File: src/core/pfr_defs.vh
/*
 * constants for the program flash read port: register offsets, field
 * positions and widths, and access timing.
 * assumes inclusion by bare name from the design files under core/.
 */
// Operation
// - software can read back one whole flash word of up to fourteen bits while running.
// - the high and low data registers together give the fourteen-bit word, low byte below.
// - the high and low address registers together form the thirteen-bit word address.
// - unused upper bits of the high data and high address registers read as zero.
// - the address registers can select any word of a flash of up to 8K words.
// - writing one to the read-start bit launches a read and writing zero does nothing.
// - hardware clears the read-start bit when the read ends, so zero means done.
// - bit seven of the control register reads as one and bits six to one read as zero.
// - after the start bit is set the next two instruction cycles perform the access.
// - software waits two no-operations and the word is then in the data registers.
// - the data registers keep the fetched word until another read replaces it.
// - internal reads are allowed whatever the code protection setting.
`ifndef PFR_DEFS_VH
`define PFR_DEFS_VH

`define PFR_ADDR_W 9
`define PFR_OFS_DATA_LOW 9'h10c
`define PFR_OFS_ADDR_LOW 9'h10d
`define PFR_OFS_DATA_HIGH 9'h10e
`define PFR_OFS_ADDR_HIGH 9'h10f
`define PFR_OFS_CONTROL 9'h18c

`define PFR_FLASH_AW 13
`define PFR_FLASH_DW 14
`define PFR_HIGH_ADDR_BITS 5
`define PFR_HIGH_DATA_BITS 6
`define PFR_CTRL_START_BIT 0
`define PFR_CTRL_RSVD_BIT 7
`define PFR_ACCESS_CYCLES 2

`endif

File: src/core/pfr_cycle_timer.v
/*
 * counts a fixed number of instruction cycles after a start pulse and
 * flags done, without a register, in the last enabled cycle, so the
 * owner can end the access on that same edge; a start while busy is ignored.
 * assumes the start pulse and the cycle enable are on i_ref_clk.
 */
`default_nettype none

module pfr_cycle_timer #(
    parameter CYCLES = 2
) (
    input wire i_ref_clk,
    input wire i_rst_b,
    input wire i_cyc_en,
    input wire i_start,
    output reg o_busy,
    output reg o_done
);

reg [3:0] cnt_r;

// last enabled cycle of the access
always @* begin
    o_done = o_busy && i_cyc_en && (cnt_r == CYCLES[3:0] - 4'h1);
end

always @(posedge i_ref_clk or negedge i_rst_b) begin
    if (!i_rst_b) begin
        cnt_r <= 4'h0;
        o_busy <= 1'b0;
    end else begin
        if (!o_busy) begin
            if (i_start) begin
                o_busy <= 1'b1;
                cnt_r <= 4'h0;
            end
        end else if (i_cyc_en) begin
            if (o_done) begin
                o_busy <= 1'b0;
            end else begin
                cnt_r <= cnt_r + 4'h1;
            end
        end
    end
end

endmodule

`default_nettype wire

File: src/core/pfr_read_port.v
/*
 * program flash read port: address, data and control registers reached
 * over a plain strobe port, and a read engine that fetches one word.
 * assumes a synchronous flash array that returns data the cycle after
 * its read strobe, and an instruction-cycle enable from the core.
 */
// Implementation choice: strobed register access.
`include "pfr_defs.vh"
`default_nettype none

module pfr_read_port #(
    parameter ACCESS_CYCLES = `PFR_ACCESS_CYCLES
) (
    input wire i_ref_clk,
    input wire i_rst_b,
    input wire i_cyc_en,
    input wire [`PFR_ADDR_W-1:0] i_reg_addr,
    input wire [7:0] i_reg_wdata,
    input wire i_reg_wr,
    input wire i_reg_rd,
    output reg [7:0] o_reg_rdata,
    output reg o_flash_rd,
    output reg [`PFR_FLASH_AW-1:0] o_flash_addr,
    input wire [`PFR_FLASH_DW-1:0] i_flash_data,
    output reg o_read_busy
);

// =====================================================
// registers
reg [7:0] addr_low_r;
reg [`PFR_HIGH_ADDR_BITS-1:0] addr_high_r;
reg [7:0] data_low_r;
reg [`PFR_HIGH_DATA_BITS-1:0] data_high_r;
reg start_r;
reg capture_r;

wire ctrl_wr = i_reg_wr && (i_reg_addr == `PFR_OFS_CONTROL);
wire launch = ctrl_wr && i_reg_wdata[`PFR_CTRL_START_BIT] && !start_r;
wire timer_busy;
wire timer_done;

// =====================================================
// access timing
pfr_cycle_timer #(
    .CYCLES(ACCESS_CYCLES)
) u_timer (
    .i_ref_clk(i_ref_clk),
    .i_rst_b(i_rst_b),
    .i_cyc_en(i_cyc_en),
    .i_start(launch),
    .o_busy(timer_busy),
    .o_done(timer_done)
);

// =====================================================
// address registers and control
always @(posedge i_ref_clk or negedge i_rst_b) begin
    if (!i_rst_b) begin
        addr_low_r <= 8'h00;
        addr_high_r <= {`PFR_HIGH_ADDR_BITS{1'b0}};
        start_r <= 1'b0;
        o_flash_rd <= 1'b0;
        o_flash_addr <= {`PFR_FLASH_AW{1'b0}};
        o_read_busy <= 1'b0;
        capture_r <= 1'b0;
    end else begin
        if (i_reg_wr && i_reg_addr == `PFR_OFS_ADDR_LOW) begin
            addr_low_r <= i_reg_wdata;
        end
        if (i_reg_wr && i_reg_addr == `PFR_OFS_ADDR_HIGH) begin
            addr_high_r <= i_reg_wdata[`PFR_HIGH_ADDR_BITS-1:0];
        end
        // flash asked at launch, word captured next cycle; no protect gate
        o_flash_rd <= launch;
        capture_r <= o_flash_rd;
        if (launch) begin
            o_flash_addr <= {addr_high_r, addr_low_r};
        end
        if (launch) begin
            start_r <= 1'b1;
        end else if (timer_done) begin
            start_r <= 1'b0;
        end
        o_read_busy <= launch || (start_r && !timer_done);
    end
end

// =====================================================
// data holding registers
always @(posedge i_ref_clk or negedge i_rst_b) begin
    if (!i_rst_b) begin
        data_low_r <= 8'h00;
        data_high_r <= {`PFR_HIGH_DATA_BITS{1'b0}};
    end else if (capture_r) begin
        data_low_r <= i_flash_data[7:0];
        data_high_r <= i_flash_data[`PFR_FLASH_DW-1:8];
    end
end

// =====================================================
// read mux
always @(posedge i_ref_clk or negedge i_rst_b) begin
    if (!i_rst_b) begin
        o_reg_rdata <= 8'h00;
    end else if (i_reg_rd) begin
        case (i_reg_addr)
            `PFR_OFS_DATA_LOW: o_reg_rdata <= data_low_r;
            `PFR_OFS_DATA_HIGH: o_reg_rdata <= {2'b00, data_high_r};
            `PFR_OFS_ADDR_LOW: o_reg_rdata <= addr_low_r;
            `PFR_OFS_ADDR_HIGH: o_reg_rdata <= {3'b000, addr_high_r};
            `PFR_OFS_CONTROL: o_reg_rdata <= {1'b1, 6'h00, start_r};
            default: o_reg_rdata <= 8'h00;
        endcase
    end else begin
        o_reg_rdata <= 8'h00;
    end
end

endmodule

`default_nettype wire

File: config.mk
export PLATFORM = sky130hd
export DESIGN_NAME = pfr_read_port
export DESIGN_NICKNAME = d
export VERILOG_FILES = /design/src/core/pfr_cycle_timer.v /design/src/core/pfr_read_port.v
export VERILOG_INCLUDE_DIRS = /design/src /design/src/core
export SDC_FILE = /design/constraint.sdc
export NUM_CORES = 1
export LEC_CHECK = 0
export BUFFER_PORTS_ARGS = -buffer_cell sky130_fd_sc_hd__buf_4
export CAP_MARGIN = 15
export CELL_PAD_IN_SITES_DETAIL_PLACEMENT = 1
export CELL_PAD_IN_SITES_GLOBAL_PLACEMENT = 1
export CORE_MARGIN = 2
export CORE_UTILIZATION = 39
export CTS_CLUSTER_SIZE = 16
export DETAILED_ROUTE_END_ITERATION = 10
export GPL_TIMING_DRIVEN = 0
export HOLD_SLACK_MARGIN = 0.1
export PLACE_DENSITY = 0.75
export REMOVE_ABC_BUFFERS = 1
export SYNTH_ARGS = -nofsm -noshare
export SYNTH_HDL_FRONTEND = slang
export SYNTH_SLANG_ARGS = --single-unit
File: constraint.sdc
create_clock -name i_ref_clk -period 1.5 [get_ports i_ref_clk]
set_input_delay 0.15 -clock i_ref_clk [delete_from_list [all_inputs] [get_ports i_ref_clk]]
set_output_delay 0.15 -clock i_ref_clk [all_outputs]
set_load 0.005 [all_outputs]
==> results.ini, run 1 <==
[timing]
drv_slew = 0
final-setup-viol-count = 18
fmaxAchievable_mhz = 597
fin_setup_tns_ns = -2.40
skew_ns = 0.00821
period_minus_slack_ns = 1.68
hold_slack_ns = 0.185
slew_headroom_pct = 51.8
worstMarginPinSlew_ns = 0.723
hold_violations = 0
rsz0062_at_grt = yes
finalCritPeriodShare_pct = 112
setup_ws_ns = -0.175

[drt]
ant_nets = 0
wl_mm = 6.81
drt-vias-per-instance = 5.14
vias = 1794
drtIter0Drc = 79
drcViolationCount = 0
drtPass1Iterations = 4
wl_per_cell_um = 19.5

[pwr]
ir_worst_vdd_v = 0.000643
switching_share_pct = 24.8
power.switching_uw = 925
p_total_mw = 3.72
comb_power_share_pct = 13.3
p_per_area_nw_per_um2 = 1030
seq_power_share_pct = 45.5
power.leakage_nw = 1.79
pwr-share-clk_pct = 41.2
intPower_mw = 2.80

[clock_tree]
cts_sinks = 57
clockBufferDepth = 2
cts_tree = yes
cts_buffers = 9
insertion_delay_ns = 0.34
htree_levels = 3
clock-root-buffer = clkbuf_8
clk_pin_slew_ns = 0.07

[setup_path]
rr_endpoint = o_flash_addr[7]
rrSetupSlack_ns = -0.18
worstSetupPathType = flop to flop
crit_path_max_incr_delay_ns = 0.37
crit_buf_inv = 2
end_kind = flop
cp_cell_sequence = nand4b_1 > nor4_4 > buf_4 > clkbuf_16 > mux2_4
cp.required_ns = 1.72
cp_top_family = simple AND/OR/NAND/NOR gates
r2r-start = start_r
crit_fanout = 6
reg2reg_depth = 5
startpoint_type = flop
cp.arrival_ns = 1.90
crit_path_top_delay_cell = dfrtp_1

[floorplan]
dieArea_um2 = 6990
num_rows = 28
core_um2 = 6030
io-pin-count = 59
chipHeight_um = 83.6
die_w_um = 83.6
start_util_pct = 41.0

[yosys]
yosysWarnings = 0
synth.avg_cell_area_um2 = 14.9
async_flop_share_pct = 100
synth_most_common_cell = dfrtp_1
synthCells = 166
yosys-top-cells-area = dfrtp_1, mux2_2, mux4_2, o211ai_1, ha_1
synth.top_cell.area_share_pct = 57.8
yosys_register_bits = 57
synth_area_leader_cell = dfrtp_1
synth-edff-count = 0
synthFlopType = dfrtp_1
ys_types = 40
synth-seq-area-share_pct = 57.8
synthTopCellsByCount = dfrtp_1, mux2_2, nand2_1
netlist_area_um2 = 2470

[global_route]
grt_pass1_vias = 1994
antenna_found_initial = 0
grt_max_degree = 58
grt_pass1_wl_mm = 10.5
grt-ovfl-total = 0
grtUsageTotal_pct = 19.3

[outcome]
violations = setup timing
status = finished, violations left

[finish]
drive_gt1_share_pct = 51.8
syn2layout_area_growth_pct = 47.0
nets = 307
antenna_cells = 0

[job]
drv_cap = 0

[min_path]
hold_path_depth = 3
min_to = u_timer.o_busy
hp-class = input pin to flop
holdCritStartpoint = i_cyc_en

[place]
hpwl_mm = 3.88
io_buffers = 58
pre_cts_ws_ns = -0.399
gp_congestion = 0.763

[timing repair]
action | in CTS | in global routing
setup buffers | 5 | 7
resized for setup | 6 | 14
hold buffers | 25 | 0
endpoints found under the hold margin | 86 | 0
pin swaps | 1 | 3
cloned | 0 | 1
setup endpoints to repair | 20 | 20
[worst max-delay path by stage]
stage | start | slack [ns] | cells past startpoint | end
finish | start_r | -0.18 | 5 | o_flash_addr[7]
global route | start_r | -0.26 | 5 | o_flash_addr[1]
CTS | start_r | -0.15 | 4 | o_flash_addr[11]
detailed placement | i_reg_addr[1] | -0.40 | 5 | o_flash_addr[7]
global placement | start_r | -0.80 | 3 | o_flash_addr[10]
floorplan | start_r | -0.37 | 3 | o_flash_addr[0]
[per-layer routing]
layer / share of wire (%) / global-route usage (%) / vias to the layer above
li1: - / - / 819
met1: 43 / 25.2 / 917
met2: 51 / 31.3 / 48
met3: 4.0 / 4.85 / 10
met4: 1.7 / 6.74 / 0
met5: 0 / 0 / -
[cell families after synthesis]
logic type	Yosys count	synth area share, %
AOI/OAI and AO/OA	14	4.20
xor gates and xnor gates	1	0.355
adders and majority gates	2	1.01
buffers and inverters	9	2.23
DFF	57	57.8
muxes	47	23.6
and+or+nand+nor	36	10.8
[tightest hold or removal path: cells and delay by family]
kind                   cells  cell delay, ns
buffers and inverters      1            0.12
AO/OA/AOI/OAI              1            0.12
AND/OR/NAND/NOR            1            0.10
[flip-flops by register name (all words and copies together) (netlist names)]
register	flops
o_flash_rd	1
o_reg_rdata	8
addr_low_r	8
addr_high_r	5
start_r	1
data_low_r	8
data_high_r	6
o_flash_addr	13
u_timer.o_busy	1
u_timer.cnt_r	4
o_read_busy	1
capture_r	1
[per-stage QoR]
| stage | util, % | instance area [um^2] | std cells |
|---|---|---|---|
| floorplan | - | 2430 | 161 |
| global placement | 49.1 | 2960 | 294 |
| detailed placement | 49.4 | 2970 | 295 |
| CTS | 58.0 | 3500 | 341 |
| global route | 60.2 | 3630 | 349 |
| finish | 60.2 | 3630 | 349 |
[area by class of cell]
| class | count | area (um^2) |
|---|---|---|
| clock inverter | 2 | 35.0 |
| clock buffer | 14 | 173 |
| inverter | 4 | 15.0 |
| sequential | 57 | 1430 |
| multi-input combinational | 100 | 1060 |
| tap | 75 | 93.8 |
| timing repair buffer | 97 | 827 |
| fill | 608 | 2400 |
[power groups by stage]
stage | Sequential (mW) | Combinational [mW] | Clock [mW]
finish | 1.69 | 0.495 | 1.53
global route | 1.70 | 0.543 | 1.64
CTS | 1.69 | 0.418 | 1.54
detailed placement | 1.71 | 0.342 | 0
global placement | 1.70 | 0.332 | 0
floorplan | 1.69 | 0.184 | 0
[cells in the final DEF (no fill, tap or decap), types with 2 or more instances in the layout]
master and n:
buf_4 67, dfrtp_1 56, mux2_2 29, dlygate4sd3_1 25, clkbuf_8 12, mux2_4 11, nand2_1 6, mux4_2 5
inv_1 4, nor2b_1 4, o211ai_1 4, buf_6 3, mux2i_1 2, nand4_1 2, nand3b_1 2, o21a_1 2
nand4b_1 2, nor3_1 2, a21o_1 2, o22ai_2 2, or4_1 2, ha_1 2, clkbuf_1 2
Power figures use the tool's default switching activity.
==> run 2: changes to the inputs <==
--- a/config.mk
+++ b/config.mk
@@ -6,7 +6,7 @@
 export SDC_FILE = /design/constraint.sdc
 export NUM_CORES = 1
 export LEC_CHECK = 0
-export BUFFER_PORTS_ARGS = -buffer_cell sky130_fd_sc_hd__buf_4
+export BUFFER_PORTS_ARGS = -buffer_cell sky130_fd_sc_hd__buf_2
 export CAP_MARGIN = 15
 export CELL_PAD_IN_SITES_DETAIL_PLACEMENT = 1
 export CELL_PAD_IN_SITES_GLOBAL_PLACEMENT = 1
@@ -18,6 +18,7 @@
 export HOLD_SLACK_MARGIN = 0.1
 export PLACE_DENSITY = 0.75
 export REMOVE_ABC_BUFFERS = 1
+export SLEW_MARGIN = 20
 export SYNTH_ARGS = -nofsm -noshare
 export SYNTH_HDL_FRONTEND = slang
 export SYNTH_SLANG_ARGS = --single-unit
==> results.ini, run 2 (synthesized netlist as in run 1, its figures left out) <==
[global_route]
grt_max_degree = 58  ; unchanged
grt_pass1_vias = 1968  ; -1.3%
antenna_found_initial = 0  ; unchanged
grtUsageTotal_pct = 18.5  ; -0.76 points
grt_pass1_wl_mm = 10.1  ; -3.9%
grt-ovfl-total = 0  ; unchanged

[clock_tree]
cts_buffers = 9  ; unchanged
clk_pin_slew_ns = 0.06  ; about the same
htree_levels = 3  ; unchanged
clock-root-buffer = clkbuf_8
clockBufferDepth = 2  ; unchanged
cts_sinks = 57  ; unchanged
cts_tree = yes
insertion_delay_ns = 0.33  ; about the same

[timing]
fin_setup_tns_ns = -1.68  ; +0.712 ns
setup_ws_ns = -0.128  ; +0.0475 ns
final-setup-viol-count = 18  ; unchanged
fmaxAchievable_mhz = 614  ; +2.9%
rsz0062_at_grt = yes
hold_violations = 0  ; unchanged
period_minus_slack_ns = 1.63  ; -0.0475 ns
skew_ns = 0.00599  ; -0.00223 ns
slew_headroom_pct = 51.7  ; -0.16 points
finalCritPeriodShare_pct = 109  ; -3.2 points
worstMarginPinSlew_ns = 0.725  ; +0.00237 ns
drv_slew = 0  ; unchanged

[floorplan]
num_rows = 28  ; unchanged
chipHeight_um = 83.6  ; unchanged
dieArea_um2 = 6990  ; unchanged
start_util_pct = 41.0  ; unchanged
io-pin-count = 59  ; unchanged
core_um2 = 6030  ; unchanged
die_w_um = 83.6  ; unchanged

[drt]
drt-vias-per-instance = 5.06  ; -1.7%
wl_mm = 6.12  ; -10%
vias = 1729  ; -3.6%
drcViolationCount = 0  ; unchanged
drtPass1Iterations = 3  ; -1
drtIter0Drc = 42  ; -47%
wl_per_cell_um = 17.9  ; -8.4%
ant_nets = 0  ; unchanged

[pwr]
ir_worst_vdd_v = 0.000624  ; -3.0%
p_per_area_nw_per_um2 = 1050  ; +2.5%
p_total_mw = 3.57  ; -4.1%
power.leakage_nw = 1.72  ; -3.9%

[setup_path]
rrSetupSlack_ns = -0.13  ; +0.05 ns
startpoint_type = flop
cp.required_ns = 1.71  ; about the same
end_kind = flop
crit_fanout = 7  ; +1
worstSetupPathType = flop to flop
cp.arrival_ns = 1.84  ; -0.06 ns

[finish]
nets = 300  ; -2.3%
mostFrequentLayoutCells = dfrtp_1, buf_2, mux2_2, dlygate4sd3_1, mux2_4
drive_gt1_share_pct = 49.1  ; -2.8 points
largest_reg_flops = 13  ; unchanged
fin_cells = 342  ; -2.0%
antenna_cells = 0  ; unchanged
syn2layout_area_growth_pct = 37.4
largest_register = o_flash_addr

[outcome]
violations = setup timing
status = finished, violations left

[job]
drv_cap = 0  ; unchanged

[place]
place_inst = 295  ; unchanged
io_buffers = 58  ; unchanged
hpwl_mm = 3.92  ; +1.2%
gp_congestion = 0.776  ; +1.6%

[min_path]
hp-class = input pin to flop

[run 2: worst max-delay path, cell delays in order, from the launching register on]
cell and delay (ns):
dfrtp_1 0.37, nand4b_1 0.24, nor4_4 0.38, buf_6 0.21
mux2_4 0.31
[run 2: path summary, 6_finish.rpt]
| kind | startpoint | depth (start not counted) | end |
|---|---|---|---|
| max | start_r | 4 | o_flash_addr[2] |
| min | i_reg_addr[5] | 4 | o_flash_rd |
| max reg2reg | start_r | 4 | o_flash_addr[2] |
| min reg2reg | o_flash_rd | 0 | capture_r |
| max in group asynchronous | i_rst_b | 2 | u_timer.cnt_r[0] |
| min in group asynchronous | i_rst_b | 2 | data_high_r[5] |
[run 2: per-stage QoR]
step           util [%]  cell area, um^2  hold slack [ns]  setup slack (ns)
3_3_place_gp       46.7             2810            0.378            -0.849
4_1_cts            56.1             3380            0.187            -0.201
3_5_place_dp       46.9             2830            0.256            -0.633
2_1_floorplan         -             2430           -0.146            -0.365
5_1_grt            56.3             3390            0.203            -0.209
6_report           56.3             3390            0.216            -0.128
[run 2: report_power, final]
part / total, mW / internal [mW] / switching (mW)
Combinational: 0.392 / 0.215 / 0.177
Clock: 1.48 / 0.902 / 0.583
Sequential: 1.69 / 1.60 / 0.0862
[run 2: routing by layer]
metal / wire length [um] / track usage (%)
met5: 0 / 0
met4: 110 / 8.36
met3: 237 / 4.75
met2: 2980 / 29.2
met1: 2790 / 24.1
[run 2: final cells by class]
class / count / area [um^2]
clock buffer: 14 / 173
inverter: 4 / 15.0
fill: 627 / 2630
multi-input combinational: 100 / 1050
clock inverter: 2 / 35.0
sequential: 57 / 1430
timing repair buffer: 90 / 603
tap: 75 / 93.8
[run 2: timing repair]
action,CTS,global route
pin swaps,1,1
endpoints found under the hold margin,86,0
hold buffers,25,0
buffers inserted,6,0
gates resized for setup,13,3
endpoints found under the setup margin,20,20
